**config.mk**
```make
export PLATFORM = sky130hd
export DESIGN_NAME = cmo_unit
export DESIGN_NICKNAME = d
export VERILOG_FILES = /design/src/cmo_pkg.sv /design/src/cmo_addr_gen.sv /design/src/cmo_unit.sv
export SDC_FILE = /design/constraint.sdc
export NUM_CORES = 1
export LEC_CHECK = 0
export BUFFER_PORTS_ARGS = -buffer_cell sky130_fd_sc_hd__buf_2
export CAP_MARGIN = 30
export CORE_AREA = 2 2 164 166
export CTS_CLUSTER_DIAMETER = 100
export DETAILED_ROUTE_END_ITERATION = 16
export DIE_AREA = 0 0 166 168
export PLACE_DENSITY_LB_ADDON = 0.25
export SLEW_MARGIN = 20
export SYNTH_ARGS = -nofsm -noshare
export SYNTH_HDL_FRONTEND = slang
export SYNTH_SLANG_ARGS = --single-unit
```
**constraint.sdc**
```tcl
create_clock -name mclk -period 2.65 [get_ports mclk]
set_input_delay 0.1325 -clock mclk [delete_from_list [all_inputs] [get_ports mclk]]
set_output_delay 0.1325 -clock mclk [all_outputs]
set_load 0.01 [all_outputs]
```
**src/cmo_pkg.sv**
```systemverilog
// shared constants and types for the cache maintenance operation unit
package cmo_pkg;
	// instruction field positions
	localparam int OFF_LSB    = 0;   // signed offset field low bit
	localparam int OFF_W      = 9;   // offset width
	localparam int TGT_LSB    = 16;  // target cache field low bit
	localparam int OP_LSB     = 18;  // operation field low bit
	// target cache codes
	localparam logic [1:0] TGT_PRI_INST = 2'h0;
	localparam logic [1:0] TGT_PRI_DATA = 2'h1;
	localparam logic [1:0] TGT_TERTIARY = 2'h2;
	localparam logic [1:0] TGT_SECOND   = 2'h3;
	// operation codes
	localparam logic [2:0] OP_IDX_INV   = 3'h0;
	localparam logic [2:0] OP_LOAD_TAG  = 3'h1;
	// cache level selects (one bit per array port)
	localparam int LVL_N = 4;
	// unit states
	typedef enum logic [2:0] {
		CMO_IDLE, CMO_INNER, CMO_LOOK, CMO_WB, CMO_FENCE, CMO_DONE
	} cmo_state_t;
endpackage

```
**src/cmo_addr_gen.sv**
```systemverilog
// effective address and field extraction for a cache maintenance instruction
module cmo_addr_gen
	import cmo_pkg::*;
#(
	parameter int AW = 64
) (
	input  wire logic [31:0]   instr,
	input  wire logic [AW-1:0] base_val,
	output logic      [AW-1:0] eff_addr,
	output logic      [1:0]    tgt_sel,
	output logic      [2:0]    op_sel
);
	logic [OFF_W-1:0] off_raw; // raw signed offset
	assign off_raw = instr[OFF_LSB +: OFF_W];
	// sign extend and add; any alignment accepted, no alignment check
	assign eff_addr = base_val + {{(AW-OFF_W){off_raw[OFF_W-1]}}, off_raw};
	assign tgt_sel  = instr[TGT_LSB +: 2];
	assign op_sel   = instr[OP_LSB +: 3];
endmodule

```
**src/cmo_unit.sv**
```systemverilog
// cache maintenance operation unit: sequences index operations on the cache levels
//////////////////////////////////////////////////////////////////////////////////////
// Operation
// kernel-region load error optional; not raised
// watch match on maintenance optional; not raised
// completion waits like a memory barrier
// target cache from bits 17..16
// operation code from bits 20..18
// inclusive: inner level first, then outer
// software orders levels if hardware does not
// software adds barrier for non-inclusive writeback
// broadcast only coherent-attribute hit operations
// all affected levels share broadcast choice
// code 0 on instruction cache invalidates
// dirty write-back block written, then invalidated
// write-through or outer: code 0 invalidates
// software initialises with store-tag operation
// code 1 copies tag to holding registers
// code 1 also loads data holding registers
// tag read never raises cache error
// tag-read data aligned, low bits dropped
// address is base plus signed 9-bit offset
// any alignment accepted, no alignment error
// unsupported code or absent cache: no change
module cmo_unit
	import cmo_pkg::*;
#(
	parameter int   AW         = 64,          // address width
	parameter int   IDX_W      = 8,           // index width passed to the arrays
	parameter int   OFS_W      = 5,           // byte offset bits inside a block
	parameter int   TAG_W      = 40,          // tag width
	parameter int   DW         = 64,          // array read width
	parameter logic [3:0] LVL_PRESENT = 4'hf,  // which target caches exist
	parameter logic [3:0] LVL_WBACK   = 4'h2,  // which target caches are write-back
	parameter bit   INCLUSIVE  = 1'b1,        // hardware keeps inclusion
	parameter bit   HAS_DHOLD  = 1'b1         // data holding registers exist
) (
	input  wire logic              mclk,
	input  wire logic              rst_n,
	// pipeline side
	input  wire logic              req_valid,     // instruction issued
	output logic                   req_ready,     // unit can take one
	input  wire logic [31:0]       req_instr,
	input  wire logic [AW-1:0]     req_base,
	input  wire logic              req_coherent,  // coherent coherency_attribute
	output logic                   done_pulse,    // instruction completed
	output logic                   load_address_error_cause, // never raised here
	output logic                   cache_err,     // memory error seen during a non-tag op
	output logic                   globalized,    // broadcast taken for this op
	// array side, one select per level
	output logic [LVL_N-1:0]       arr_sel,
	output logic                   arr_rd,        // read tag/state/data at index
	output logic                   arr_inv,       // write invalid state at index
	output logic [IDX_W-1:0]       arr_idx,
	output logic [OFS_W-1:0]       arr_ofs,       // aligned byte index
	input  wire logic [TAG_W-1:0]  arr_tag,
	input  wire logic              arr_vld,
	input  wire logic              arr_dirty,
	input  wire logic [DW-1:0]     arr_data,
	// next memory level
	output logic                   wb_valid,
	input  wire logic              wb_ready,
	output logic [AW-1:0]          wb_addr,
	input  wire logic              mem_idle,      // all writes retired
	input  wire logic              mem_err,
	// system coprocessor holding registers
	output logic [31:0]            tag_hold_low,
	output logic [31:0]            tag_hold_high,
	output logic [31:0]            data_hold_low,
	output logic [31:0]            data_hold_high
);
	//////////////////////////////////////////////////////////////////////////////
	logic [AW-1:0]     ea;            // effective address
	logic [1:0]        tgt;           // decoded target
	logic [2:0]        opc;           // decoded operation
	cmo_state_t        state_reg;     // sequencer state
	logic [1:0]        tgt_reg;       // outer target
	logic [1:0]        cur_reg;       // level being worked
	logic [2:0]        op_reg;        // latched operation
	logic [AW-1:0]     ea_reg;        // latched address
	logic              glob_reg;      // broadcast choice for whole op
	logic              err_reg;       // error seen during op
	logic [TAG_W-1:0]  tag_reg;       // victim tag
	logic              rd_wait_reg;   // array read data present this cycle

	cmo_addr_gen #(.AW(AW)) u_addr (
		.instr    (req_instr),
		.base_val (req_base),
		.eff_addr (ea),
		.tgt_sel  (tgt),
		.op_sel   (opc)
	);

	// level to one-hot select
	function automatic logic [LVL_N-1:0] lvl_onehot(input logic [1:0] l);
		lvl_onehot = 4'h1 << l;
	endfunction

	// only index invalidate and load tag are built; others complete untouched
	function automatic logic op_supported(input logic [2:0] o, input logic [1:0] l);
		op_supported = LVL_PRESENT[l] && ((o == OP_IDX_INV) || (o == OP_LOAD_TAG));
	endfunction

	// the inner level for an outer target is the primary data cache
	function automatic logic needs_inner(input logic [1:0] l, input logic [2:0] o);
		needs_inner = INCLUSIVE && (o == OP_IDX_INV) && LVL_PRESENT[TGT_PRI_DATA]
			&& ((l == TGT_TERTIARY) || (l == TGT_SECOND));
	endfunction

	//////////////////////////////////////////////////////////////////////////////
	// handshake outputs
	assign req_ready = (state_reg == CMO_IDLE);
	// no kernel-region check and no watch trigger in this unit
	assign load_address_error_cause = 1'b0;
	assign arr_idx = ea_reg[OFS_W +: IDX_W];
	// aligned access: the low byte-index bits are dropped
	assign arr_ofs = {ea_reg[OFS_W-1:3], 3'h0};

	//////////////////////////////////////////////////////////////////////////////
	// sequencer: inner level, lookup, writeback, barrier-like completion
	always_ff @(posedge mclk) begin
		if (!rst_n) begin
			state_reg <= CMO_IDLE;
		end else begin
			case (state_reg)
				CMO_IDLE: begin
					if (req_valid) begin
						if (!op_supported(opc, tgt)) begin
							state_reg <= CMO_DONE; // no state change
						end else if (needs_inner(tgt, opc)) begin
							state_reg <= CMO_INNER; // inner first
						end else begin
							state_reg <= CMO_LOOK;
						end
					end
				end
				CMO_INNER, CMO_LOOK: begin
					if (rd_wait_reg) begin
						// dirty write-back block must go out first
						if (op_reg == OP_IDX_INV && arr_vld && arr_dirty
							&& LVL_WBACK[cur_reg]) begin
							state_reg <= CMO_WB;
						end else if (op_reg == OP_LOAD_TAG) begin
							state_reg <= CMO_FENCE;
						end else if (cur_reg != tgt_reg) begin
							state_reg <= CMO_LOOK; // inner done, go outer
						end else begin
							state_reg <= CMO_FENCE;
						end
					end
				end
				CMO_WB: begin
					if (wb_ready) begin
						state_reg <= (cur_reg != tgt_reg) ? CMO_LOOK : CMO_FENCE;
					end
				end
				CMO_FENCE: begin
					// complete only when writebacks have retired
					if (mem_idle) begin
						state_reg <= CMO_DONE;
					end
				end
				default: begin
					state_reg <= CMO_IDLE;
				end
			endcase
		end
	end

	// read is a two-cycle phase: issue, then sample the array answer
	always_ff @(posedge mclk) begin
		if (!rst_n) begin
			rd_wait_reg <= 1'b0;
		end else if ((state_reg == CMO_INNER || state_reg == CMO_LOOK) && !rd_wait_reg) begin
			rd_wait_reg <= 1'b1;
		end else begin
			rd_wait_reg <= 1'b0;
		end
	end

	// latch instruction fields and walk the current level
	always_ff @(posedge mclk) begin
		if (!rst_n) begin
			tgt_reg  <= TGT_PRI_INST;
			cur_reg  <= TGT_PRI_INST;
			op_reg   <= OP_IDX_INV;
			ea_reg   <= '0;
			glob_reg <= 1'b0;
		end else if (state_reg == CMO_IDLE && req_valid) begin
			tgt_reg  <= tgt;
			op_reg   <= opc;
			ea_reg   <= ea;
			cur_reg  <= needs_inner(tgt, opc) ? TGT_PRI_DATA : tgt;
			// one broadcast choice for every level; index ops never broadcast
			glob_reg <= 1'b0 & req_coherent;
		end else if (state_reg == CMO_INNER && rd_wait_reg
			&& !(arr_vld && arr_dirty && LVL_WBACK[cur_reg])) begin
			cur_reg <= tgt_reg;
		end else if (state_reg == CMO_WB && wb_ready) begin
			cur_reg <= tgt_reg;
		end
	end

	// victim tag captured when the array answers
	always_ff @(posedge mclk) begin
		if (!rst_n) begin
			tag_reg <= '0;
		end else if (rd_wait_reg) begin
			tag_reg <= arr_tag;
		end
	end

	//////////////////////////////////////////////////////////////////////////////
	// array strobes; invalidate after read, or in the same cycle the writeback is accepted
	always_comb begin
		arr_sel = '0;
		arr_rd  = 1'b0;
		arr_inv = 1'b0;
		if (state_reg == CMO_INNER || state_reg == CMO_LOOK) begin
			arr_sel = lvl_onehot(cur_reg);
			arr_rd  = !rd_wait_reg;
			// instruction cache, write-through or clean block: plain invalidate
			arr_inv = rd_wait_reg && op_reg == OP_IDX_INV
				&& !(arr_vld && arr_dirty && LVL_WBACK[cur_reg]);
		end else if (state_reg == CMO_WB) begin
			arr_sel = lvl_onehot(cur_reg);
			arr_inv = wb_ready;
		end
	end

	// writeback to the address built from the tag and index
	assign wb_valid = (state_reg == CMO_WB);
	assign wb_addr  = AW'({tag_reg, arr_idx, {OFS_W{1'b0}}});

	//////////////////////////////////////////////////////////////////////////////
	// holding registers for the tag read
	always_ff @(posedge mclk) begin
		if (!rst_n) begin
			tag_hold_low   <= '0;
			tag_hold_high  <= '0;
			data_hold_low  <= '0;
			data_hold_high <= '0;
		end else if (state_reg == CMO_LOOK && rd_wait_reg && op_reg == OP_LOAD_TAG) begin
			tag_hold_low  <= 32'(arr_tag);
			tag_hold_high <= 32'({{64{1'b0}}, arr_tag} >> 32);
			if (HAS_DHOLD) begin
				data_hold_low  <= 32'(arr_data);
				data_hold_high <= 32'({{64{1'b0}}, arr_data} >> 32);
			end
		end
	end

	// error flag: any memory error during a non-tag operation reports; tag read never does
	always_ff @(posedge mclk) begin
		if (!rst_n) begin
			err_reg <= 1'b0;
		end else if (state_reg == CMO_IDLE) begin
			err_reg <= 1'b0;
		end else if (mem_err && op_reg != OP_LOAD_TAG) begin
			err_reg <= 1'b1;
		end
	end

	// completion outputs
	always_ff @(posedge mclk) begin
		if (!rst_n) begin
			done_pulse <= 1'b0;
			cache_err  <= 1'b0;
			globalized <= 1'b0;
		end else begin
			done_pulse <= (state_reg == CMO_DONE);
			cache_err  <= (state_reg == CMO_DONE) && err_reg;
			globalized <= (state_reg == CMO_DONE) && glob_reg;
		end
	end

	//////////////////////////////////////////////////////////////////////////////
	// checks
	no_load_address_error_cause_a: assert property (@(posedge mclk) disable iff (!rst_n)
		!load_address_error_cause) else $error("address error raised");
	fence_wait_a: assert property (@(posedge mclk) disable iff (!rst_n)
		(state_reg == CMO_FENCE && !mem_idle) |=> state_reg == CMO_FENCE)
		else $error("completed before memory idle");
	inner_first_a: assert property (@(posedge mclk) disable iff (!rst_n)
		(state_reg == CMO_INNER && arr_rd) |-> arr_sel == 4'h2)
		else $error("inner level not primary data");
	no_glob_a: assert property (@(posedge mclk) disable iff (!rst_n)
		!globalized) else $error("index op broadcast");
	wb_then_inv_a: assert property (@(posedge mclk) disable iff (!rst_n)
		(wb_valid && !wb_ready) |-> !arr_inv) else $error("invalidated before writeback");
	tag_no_err_a: assert property (@(posedge mclk) disable iff (!rst_n)
		(done_pulse && op_reg == OP_LOAD_TAG) |-> !cache_err)
		else $error("tag read raised error");
	tag_copy_a: assert property (@(posedge mclk) disable iff (!rst_n)
		(state_reg == CMO_LOOK && rd_wait_reg && op_reg == OP_LOAD_TAG)
		|=> tag_hold_low == 32'($past(arr_tag))) else $error("tag not copied");
	unsup_quiet_a: assert property (@(posedge mclk) disable iff (!rst_n)
		(req_ready && req_valid && !op_supported(opc, tgt))
		|=> state_reg == CMO_DONE ##1 (state_reg == CMO_IDLE && done_pulse))
		else $error("unsupported op touched arrays");
endmodule

```
==> results of run 1 <==
## how the worst max path moves through the flow
stage                       startpoint    endpoint  slack (ns)  depth (start not counted)
after floorplan           req_instr[4]  ea_reg[12]        0.86                          6
after global placement    req_instr[4]  ea_reg[12]        0.64                          7
after detailed placement  req_instr[4]  ea_reg[12]        0.64                          7
after CTS                 state_reg[0]     arr_inv        0.33                          4
after global routing      state_reg[0]     arr_inv        0.16                          4
final                     state_reg[0]     arr_inv        0.36                          4
## layer usage
metal / wire length, µm / part of all wire [%] / GRT usage, % / vias to the layer above
met2: 10300 / 47 / 25.9 / 240
met1: 9650 / 44 / 18.6 / 3184
met5: 0 / 0 / 0 / -
li1: - / - / - / 3523
met3: 1540 / 7.1 / 4.54 / 19
met4: 297 / 1.4 / 4.16 / 0
## area by class of cell
| class | count | area [µm²] | share of cell area, % |
|---|---|---|---|
| tap | 341 | 427 | 4.08 |
| clock buffer | 18 | 439 | 4.20 |
| timing repair buffer | 434 | 2850 | 27.2 |
| inverter | 4 | 17.5 | 0.167 |
| sequential | 168 | 3370 | 32.2 |
| clock inverter | 14 | 148 | 1.41 |
| multi-input combinational | 618 | 3220 | 30.7 |
## stage by stage
| step | hold slack, ns | instances | util [%] |
|---|---|---|---|
| 2_1_floorplan | 0.268 | 899 | - |
| 3_3_place_gp | 0.375 | 1455 | 33.3 |
| 3_5_place_dp | 0.377 | 1455 | 33.3 |
| 4_1_cts | 0.0464 | 1597 | 39.7 |
| 5_1_grt | 0.0826 | 1597 | 39.7 |
| 6_report | 0.0582 | 1597 | 39.7 |
## critical path, delay by kind of cell (launching register included)
kind | cells | cell delay [ns]
flops | 1 | 0.72
simple gates | 1 | 0.40
compound gates | 1 | 0.22
buf+inv | 1 | 0.14
xor+xnor | 1 | 0.26
## cells in the final DEF (no fill, tap or decap), drive strengths merged, types with 2 or more instances in the layout
cell	count
nor4	4
nand4b	2
nand2	238
nor2b	3
nand3b	2
clkinvlp	2
xor2	7
o21a	2
conb	45
and3	4
nand2b	2
nor4b	3
ha	11
mux2i	41
nor3	8
clkbuf	18
a221oi	3
nor2	58
o22a	2
inv	13
dfxtp	168
buf	324
nand4	2
xnor2	2
or4	2
nand3	9
dlygate4sd3	110
o21ai	19
a21o	2
a21oi	124
a211oi	2
clkinv	2
a311o	2
## cell families after synthesis
family                   synth area share [%]
multiplexers                             5.76
AND/OR/NAND/NOR                          20.5
other                                  0.0526
AO/OA/AOI/OAI                            13.2
adder cells (fa/ha/maj)                  2.07
XOR/XNOR                                 1.11
buffers and inverters                    10.1
flip-flops                               47.2
## Yosys cell counts (all sizes together), types with 2 or more instances
cell type | count | area (µm²)
a211oi | 2 | 15.0
a21o | 2 | 15.0
a21oi | 124 | 624
a221oi | 3 | 26.3
a311o | 2 | 20.0
and3 | 4 | 25.0
buf | 80 | 594
clkbuf | 29 | 109
dfxtp | 168 | 3360
ha | 11 | 138
inv | 4 | 15.0
mux2i | 41 | 410
nand2 | 238 | 896
nand2b | 2 | 12.5
nand3 | 9 | 45.0
nand3b | 2 | 15.0
nand4 | 2 | 12.5
nand4b | 2 | 17.5
nor2 | 58 | 225
nor2b | 3 | 18.8
nor3 | 8 | 40.0
nor4 | 4 | 37.5
nor4b | 3 | 41.3
o21a | 2 | 15.0
o21ai | 19 | 95.1
o22a | 2 | 18.8
or4 | 2 | 18.8
xnor2 | 2 | 17.5
xor2 | 7 | 61.3
## power groups by stage
stage          Clock [mW]  Combinational (mW)  Sequential (mW)
3_5_place_dp            0                1.65             2.98
4_1_cts              2.63                1.78             2.93
2_1_floorplan           0                1.12             2.98
3_3_place_gp            0                1.64             2.98
5_1_grt              2.73                1.93             2.96
6_report             2.52                1.76             2.92
==> impl_results.md, run 1 <==
- WL/cell: ~14 µm
- Core box area: about 26,000 µm²
- Post-synth ARST share: 0%
- CP startpoint kind: register
- CTS tree: done
- Ys flop type: dfxtp_1
- Period utilisation layout: 86.6%
- Cts bufs inserted: 17
- Flops & latches, synth: 168
- Die Ht: roughly 170 µm
- Max reg flops: 40
- CP arrival: approximately 2.2 ns
- Status: complete, no violations
- Setup total negative slack: 0 ns
- Vias: ~7.0k
- Die width: between 150 and 200 µm
- Worst hold path endpoint: state_reg[2]
- PortBufs: 310
- Max_cap viols: 0
- Hold path start: req_valid
- Post-synth EDFFs: 0
- Clk_skew: 0.0123 ns
- ANT cells: 0
- Fillcell total: between 2k and 3k
- Rows: 60
- Starting Density: around 27%
- Clk_lat worst skew: 0.42 ns
- Final slew viol count: 0
- Hold depth: 3
- Final #Nets: around 1.5k
- Critical path's largest stage delay: ~0.72 ns
- Switching fraction of total power: about a third
- Int Pwr: 4.90 mW
- Final ANT Viol Nets: 0
- Synthesized instance count: 855
- Clock Sinks: about 170
- Total global routing overflow: 0
- Worst Hold Class: in2reg
- Mapped Avg Cell Area: about 8.3 µm²
- Post-DP HPWL: roughly 15,000 µm
- Die ar.: 27,900 µm²
- Peak supply drop: 0.000348 V
- Share of cells above drive strength 1: between 20% and 30%
- Synth warnings: 0
- Resized cells post-CTS: 0
- DRT iter0 DRCs: 304
- RePlAce Congestion: around 0.78
- CTS Buffer Depth: 2
- CP max stage cell: dfxtp_1
- Cell Area, Synth: 7120 µm²
- Dpl cell area: just under 9000 µm²
- Worst Path Max Fanout: 15
- Largest net degree at the start of global routing: 59
- # IOs: around 430
- Root Driver: clkbuf_16
- Final Cell Area: between 10,000 and 15,000 µm²
- WP data required: between 2 and 3 ns
- Hold_buf cts: 110
- Dpl ws: 0.642 ns
- Crit. End Element: primary output
- Pleak: around 4.6 nW
- # H-tree levels: 4
- DR vias/cell: between 4 and 5
- Clk pwr share: 35.0%
- RR Startpoint: state_reg[2]
- CTS clk-pin slew, worst paths: ~0.07 ns
- Worst-case reg-to-reg path depth: 5
- Comb power frac: about a quarter
- Unique cell type count in the Yosys netlist: 61
- Flop pwr share: about two fifths
- Setup slack after layout: about 0.36 ns
- FF-to-FF End: data_hold_high[2]
- First-pass GRT wire length: about 35,000 µm
- Drt drc: 0
- Worst-margin pin slew: 0.675 ns
- Layout Area Growth over Synthesis: 46.8%
- Reg2reg setup slack: 0.70 ns
- Crit-path cells: xnor2_1 -> nor4b_1 -> a32o_1 -> buf_2
- Crit path kind: reg2out
- Register area share after synthesis: between 40% and 50%
- Vias in the first global route: ~6.7k
- Max Freq: 436 MHz
- GRT Total Usage: between 10% and 20%
- RSZ-0062 raised after global routing: false
- Clock period minus final worst setup slack: roughly 2.3 ns
- Drt total wl: 21,800 µm
- Post-CTS setup buffer count: 0
- Final Hold Fails: 0
- Antenna violations before repair: 0
- Max-slew headroom: 54.8%
- Power, Total: about 7.2 mW
- Endpoints failing setup: 0
- Initial DRT Pass Iterations: 4
- Pwr dens: ~700 nW/µm²
- Switching power: between 2 and 2.5 mW
No activity file was read; power rests on OpenSTA's default activity.
==> run 2: changes to the inputs <==
--- a/config.mk
+++ b/config.mk
@@ -7,10 +7,12 @@
 export LEC_CHECK = 0
 export BUFFER_PORTS_ARGS = -buffer_cell sky130_fd_sc_hd__buf_2
 export CAP_MARGIN = 30
-export CORE_AREA = 2 2 164 166
+export CORE_AREA = 2 2 165 167
 export CTS_CLUSTER_DIAMETER = 100
+export CTS_CLUSTER_SIZE = 12
 export DETAILED_ROUTE_END_ITERATION = 16
-export DIE_AREA = 0 0 166 168
+export DIE_AREA = 0 0 167 169
+export HOLD_SLACK_MARGIN = 0.12
 export PLACE_DENSITY_LB_ADDON = 0.25
 export SLEW_MARGIN = 20
 export SYNTH_ARGS = -nofsm -noshare
==> constraint.sdc (replaced) <==
create_clock -name mclk -period 2.3 [get_ports mclk]
set_input_delay 0.115 -clock mclk [delete_from_list [all_inputs] [get_ports mclk]]
set_output_delay 0.115 -clock mclk [all_outputs]
set_load 0.01 [all_outputs]
==> run 2 against run 1 <==
Effect of this change: count of clock-buffer cells in the layout stayed put; setup slack worse by 0.10 ns; clock skew is 0.0022 ns lower; combinational power is 16% higher; critical path type unchanged; critical endpoint unchanged.
==> impl_results.md, run 2 (synthesis gave the netlist of run 1 again) <==
- Dpl ws: 0.301 ns (-0.341 ns)
- Drt drc: 0 (unchanged)
- Worst Hold Class: in2reg
- Power, Total: 8.28 mW (+15%)
- CTS tree: done
- Die Ht: 169 µm (+0.60%)
- Switching power: 2.72 mW (+18%)
- Final Cell Area: 10,500 µm² (unchanged)
- Fin util: 39.5% (-0.22 points)
- Final slew viol count: 0 (unchanged)
- Comb power frac: 24.6% (+0.2 points)
- Crit. End Element: primary output
- Most common cell after layout, fill and taps aside: buf_2
- WL/cell: 13.7 µm (+0.28%)
- Switching fraction of total power: 32.8% (+0.88 points)
- Starting Density: 26.9% (-0.15 points)
- First-pass GRT wire length: 34,300 µm (-0.64%)
- PortBufs: 310 (unchanged)
- CP startpoint kind: register
- Commonest cells after routing, fill and taps aside: buf_2, nand2_1, dfxtp_1
- Layout Area Growth over Synthesis: 46.8% (unchanged)
- Setup total negative slack: 0 ns (unchanged)
- Root Driver: clkbuf_16
- Final #Nets: 1,465 (+0.14%)
- Vias in the first global route: 6,597 (-1.4%)
- Reg2reg setup slack: 0.48 ns (-0.22 ns)
- Worst-margin pin slew: 0.576 ns (-0.0999 ns)
- Clock Sinks: 168 (unchanged)
- Clk_lat worst skew: 0.42 ns (about the same)
- # H-tree levels: 4 (unchanged)
- Initial DRT Pass Iterations: 5 (+1)
- DRT iter0 DRCs: 324 (+6.6%)
- Max_cap viols: 0 (unchanged)
- Peak supply drop: 0.000424 V (+22%)
- Post-DP HPWL: 14,800 µm (+0.33%)
- Non-filler cells, final: 1,599 (+0.13%)
- RSZ-0062 raised after global routing: false
- Worst Hold Slack: 0.235 ns (+0.177 ns)
- Die width: 167 µm (+0.60%)
- Max Freq: between 400 and 500 MHz
- WP data required: 2.18 ns (-0.34 ns)
- Final ANT Viol Nets: 0 (unchanged)
- ANT cells: 0 (unchanged)
- Endpoints failing setup: 0 (unchanged)
- Antenna violations before repair: 1 (+1)
- CTS clk-pin slew, worst paths: 0.07 ns (about the same)
- Crit-path cells: buf_4 -> xnor2_1 -> nor4b_1 -> a32o_1 -> buf_2
- Largest net degree at the start of global routing: 77 (+31%)
- WP buf/inv: 2 (+1)
- # IOs: 426 (unchanged)
- Max-slew headroom: 61.6% (+6.8 points)
- Final Hold Fails: 0 (unchanged)
- Period utilisation layout: between 80% and 90%
- Critical path's largest stage delay: 0.38 ns (-0.34 ns)
- Worst path top cell family by delay: simple AND/OR/NAND/NOR gates
- Total global routing overflow: 0 (unchanged)
- Share of cells above drive strength 1: 29.3% (+0.033 points)
- Crit path kind: reg2out
- CP max stage cell: nor4b_1
- Flop pwr share: 40.7% (about the same)
- Status: complete, no violations
- CP arrival: 1.93 ns (-0.23 ns)
- Rows: 60 (unchanged)
- Int Pwr: 5.57 mW (+14%)
- GRT Total Usage: 15.0% (-0.21 points)
- Clk pwr share: 34.7% (-0.3 points)
- Drt total wl: 21,900 µm (+0.41%)
- Worst Path Max Fanout: 14 (-1)
- DR vias/cell: 4.39 (+0.59%)
- Vias: 7,016 (+0.72%)
- Clock period minus final worst setup slack: between 2 and 2.5 ns
- Core box area: 26,500 µm² (+0.57%)
- Die ar.: 28,200 µm² (+1.2%)
- Dpl cell area: 8730 µm² (-0.43%)
- Setup slack after layout: 0.252 ns (-0.104 ns)
- Pleak: 4.63 nW (-0.19%)
- CTS Buffer Depth: 2 (unchanged)
- Dpl cells: 1,455 (unchanged)
- Clk_skew: 0.0101 ns (-0.00218 ns)
- Pwr dens: 792 nW/µm² (+15%)
- Max reg flops: 40 (unchanged)
- Cts bufs inserted: 17 (unchanged)
- RePlAce Congestion: 0.767 (-1.2%)
run 2: cell types whose count changed in the layout (fill, tap and decap cells not counted), sizes merged:
cell,delta
clkinv,+5
inv,-5
dlygate4sd3,+2
bufinv,-1
clkinvlp,+1
run 2: layer usage:
layer	up-vias	track usage [%]	share of wire, %
met2	255	24.9	47
met5	-	0	0.059
met3	19	5.00	7.9
li1	3542	-	-
met1	3198	18.6	44
met4	2	3.75	1.2
run 2: layout make-up:
| class | count | area, µm² |
|---|---|---|
| multi-input combinational | 618 | 3220 |
| clock inverter | 14 | 164 |
| sequential | 168 | 3370 |
| tap | 341 | 427 |
| fill | 2710 | 16000 |
| inverter | 4 | 17.5 |
| timing repair buffer | 436 | 2830 |
| clock buffer | 18 | 439 |
run 2: final timing paths:
check / end / start / depth (start not counted)
worst max-delay path: arr_inv / state_reg[0] / 5
worst min-delay path: ea_reg[9] / req_base[9] / 4
worst max register to register: ea_reg[7] / state_reg[1] / 3
worst min register to register: data_hold_low[26] / data_hold_low[26] / 2
run 2: worst register-to-register path: cells and delay by family (launching register included):
| kind | cells | cell delay [ns] |
|---|---|---|
| and+or+nand+nor | 2 | 1.04 |
| AOI/OAI and AO/OA | 1 | 0.26 |
| DFF | 1 | 0.41 |
run 2: power by group through the flow:
stage | combinational, mW | sequential [mW] | clock [mW]
floorplan | 1.29 | 3.43 | 0
global placement | 1.90 | 3.44 | 0
detailed placement | 1.90 | 3.44 | 0
CTS | 2.06 | 3.38 | 2.99
global route | 2.25 | 3.41 | 3.09
finish | 2.04 | 3.37 | 2.88
run 2: what timing repair did:
action	4_1_cts	5_1_grt
setup endpoints to repair	0	1
gates resized for setup	0	1
buffers inserted	0	0
endpoints found under the hold margin	158	0
hold buffers	112	0
==> run 3: changes to the inputs <==
--- a/config.mk
+++ b/config.mk
@@ -5,6 +5,7 @@
 export SDC_FILE = /design/constraint.sdc
 export NUM_CORES = 1
 export LEC_CHECK = 0
+export ABC_AREA = 1
 export BUFFER_PORTS_ARGS = -buffer_cell sky130_fd_sc_hd__buf_2
 export CAP_MARGIN = 30
 export CORE_AREA = 2 2 165 167
@@ -14,7 +15,7 @@
 export DIE_AREA = 0 0 167 169
 export HOLD_SLACK_MARGIN = 0.12
 export PLACE_DENSITY_LB_ADDON = 0.25
-export SLEW_MARGIN = 20
+export SLEW_MARGIN = 40
 export SYNTH_ARGS = -nofsm -noshare
 export SYNTH_HDL_FRONTEND = slang
 export SYNTH_SLANG_ARGS = --single-unit
==> run 3 against run 2 <==
Effect of this change: die area stayed put; clock skew shrank 0.00069 ns; via count increased by 5.3%; power rose by 1.4%; utilization up 0.34 points; sequential share of layout area down 0.31 points; global-route usage increased by 0.41 points; count of clock-buffer cells in the layout decreased by 1; critical endpoint unchanged; highest routed layer is now met4.
==> impl_results.md, run 3 <==
- Max Freq: 525 MHz (+7.6%)
- Flops & latches, synth: 168 (unchanged)
- Dpl ws: 0.526 ns (+0.225 ns)
- Pwr dens: 796 nW/µm² (+0.52%)
- Dpl cell area: 8790 µm² (+0.70%)
- # H-tree levels: 4 (unchanged)
- First-pass GRT wire length: 35,200 µm (+2.6%)
- WL met3: 1320 µm (-24%)
- Drt total wl: 22,700 µm (+4.0%)
- Cts bufs inserted: 17 (unchanged)
- Final Cell Area: 10,500 µm² (+0.86%)
- Core box area: 26,500 µm² (unchanged)
- Antenna violations before repair: 0 (-1)
- Clk pwr share: 35.7% (+1.0 points)
- PortBufs: 310 (unchanged)
- DR vias/cell: 4.27 (-2.8%)
- Most common cell after layout, fill and taps aside: nor2_1
- Drt drc: 0 (unchanged)
- Max layer used: met4
- Share of cells above drive strength 1: 26.1% (-3.2 points)
- Crit. End Element: primary output
- Top cell type by total area after synthesis: dfxtp_1
- Status: complete, no violations
- Cell with the most instances after synthesis: nor2_1
- Hold_buf cts: 113 (+0.89%)
- Setup slack after layout: 0.396 ns (+0.144 ns)
- Max reg flops: 40 (unchanged)
- Power, Total: 8.40 mW (+1.4%)
- Clk_lat worst skew: 0.42 ns (about the same)
- Post-synth EDFFs: 0 (unchanged)
- Post-DP HPWL: 15,500 µm (+4.7%)
- Synth top cells by count: nor2_1, dfxtp_1, o21ai_0, nand2_1, o21ai_1
- RSZ-0062 raised after global routing: false
- Switching power: 2.80 mW (+3.2%)
- Period utilisation layout: 82.8% (-6.3 points)
- Synth warnings: 0 (unchanged)
- Vias: 7,389 (+5.3%)
- Crit path kind: reg2out
- Clock Sinks: 168 (unchanged)
- Worst Path Max Fanout: 8 (-6)
- ANT cells: 0 (unchanged)
- Final ANT Viol Nets: 0 (unchanged)
- Reg2reg setup slack: 0.52 ns (+0.04 ns)
- CP startpoint kind: register
- Dpl cells: 1,587 (+9.1%)
- Worst Hold Class: in2reg
- Fillcell total: 2,758 (+1.8%)
- Post-synth ARST share: 0% (unchanged)
- WL/cell: 13.1 µm (-4.0%)
- Max-slew headroom: 51.1% (-11 points)
- Fin util: 39.8% (+0.34 points)
- Vias in the first global route: 6,912 (+4.8%)
- Mapped Avg Cell Area: 7.29 µm² (-13%)
- Die width: 167 µm (unchanged)
- Final #Nets: 1,598 (+9.1%)
- Flop pwr share: 40.5% (-0.2 points)
- Largest net degree at the start of global routing: 74 (-3.9%)
- Resized cells post-CTS: 0 (unchanged)
- Non-filler cells, final: 1,732 (+8.3%)
- WP data required: 2.18 ns (about the same)
- Rows: 60 (unchanged)
- Setup total negative slack: 0 ns (unchanged)
- Starting Density: 27.1% (+0.24 points)
- Worst Hold Slack: 0.170 ns (-0.0650 ns)
- Total global routing overflow: 0 (unchanged)
- Cell Area, Synth: 7190 µm² (+0.88%)
- Comb power frac: 23.7% (-0.9 points)
- # IOs: 426 (unchanged)
- Final Hold Fails: 0 (unchanged)
- Unique cell type count in the Yosys netlist: 31 (-49%)
- Clk_skew: 0.00944 ns (-0.000695 ns)
- Multi-input logic area: 3110 µm² (-3.2%)
- M1 wire length: 10,100 µm (+4.9%)
- Switching fraction of total power: 33.4% (+0.59 points)
- RePlAce Congestion: 0.794 (+3.5%)
- CTS Buffer Depth: 2 (unchanged)
- Root Driver: clkbuf_16
- Post-CTS setup buffer count: 0 (unchanged)
- CTS tree: done
- Endpoints failing setup: 0 (unchanged)
- Pleak: 5.25 nW (+13%)
- Register area share after synthesis: 46.8% (-0.41 points)
- Clock period minus final worst setup slack: 1.90 ns (-0.144 ns)
- GRT Total Usage: 15.4% (+0.41 points)
- Area share of the largest cell type after synthesis: 46.8% (-0.41 points)
- Die ar.: 28,200 µm² (unchanged)
- Register area: 3360 µm² (-0.11%)
- Commonest cells after routing, fill and taps aside: nor2_1, buf_2, dfxtp_1
- Worst-margin pin slew: 0.734 ns (+0.159 ns)
- Max_cap viols: 0 (unchanged)
- DRT iter0 DRCs: 362 (+12%)
- Dominant cells by area after synthesis: dfxtp_1, nor2_1, o21ai_0, buf_4, nand2_1
- Met2 routed WL: 11,000 µm (+7.2%)
- Peak supply drop: 0.000515 V (+22%)
- Initial DRT Pass Iterations: 4 (-1)
- Die Ht: 169 µm (unchanged)
- Int Pwr: 5.59 mW (+0.49%)
- Final slew viol count: 0 (unchanged)
- CTS clk-pin slew, worst paths: 0.08 ns (about the same)
- Ys flop type: dfxtp_1
- CP arrival: 1.79 ns (-0.14 ns)
- Layout Area Growth over Synthesis: 46.8% (about the same)
- Synthesized instance count: 986 (+15%)
[run 3: cell types whose count changed in the layout (fill, tap and decap cells not counted), moves of 4 or more]
| cell | delta |
|---|---|
| xor2_1 | -4 |
| inv_1 | +50 |
| nand2_1 | -151 |
| and3_1 | -4 |
| o21ai_1 | +60 |
| o21a_1 | +5 |
| nand3_1 | +18 |
| nor2_1 | +258 |
| a21oi_1 | -108 |
| mux2i_1 | -41 |
| o21ai_0 | +84 |
[run 3: path summary, 6_finish.rpt]
| kind | from | to | cells past startpoint |
|---|---|---|---|
| hold / removal | rst_n | data_hold_high[6] | 3 |
| setup / recovery | state_reg[0] | arr_inv | 7 |
| setup reg to reg | state_reg[2] | data_hold_high[2] | 5 |
| hold reg to reg | op_reg[2] | op_reg[2] | 2 |
[run 3: power by group through the flow]
stage                     clock network (mW)  registers, mW  logic, mW
after CTS                               3.13           3.41       2.01
after detailed placement                   0           3.47       1.85
after global routing                    3.24           3.45       2.22
final                                   3.00           3.40       1.99
after global placement                     0           3.46       1.85
after floorplan                            0           3.55       1.11
[run 3: final cells by class]
| class | count | share of cell area (%) |
|---|---|---|
| flip-flops and latches | 168 | 31.9 |
| multi-input cells | 700 | 29.5 |
| repair buffers | 434 | 26.6 |
| well taps | 341 | 4.04 |
| clock buffers | 17 | 4.03 |
| inverters | 57 | 2.04 |
| clock inverters | 15 | 1.87 |
[run 3: metal layers]
metal,vias up,GRT usage [%]
met1,3316,18.9
met3,21,3.27
li1,3830,-
met2,222,26.8
met4,0,4.84
met5,-,0
[run 3: worst max-delay path, stage by stage, from the launching register on]
cell and delay [ns]:
dfxtp_1 0.48, nor2_4 0.10, nor2_1 0.19, nand2_1 0.10, inv_1 0.10, nand2_1 0.06
o21ai_0 0.17, buf_2 0.16
[run 3: logic make-up (layout without fill, tap and decap cells)]
kind of cell,Yosys count,in the layout,share of synthesized area [%]
simple gates,450,450,24.8
compound gates,189,189,13.5
flops,168,168,46.8
buf+inv,162,523,12.3
fa+ha+maj,11,11,1.92
xor+xnor,5,5,0.610
other cells,1,45,0.0522
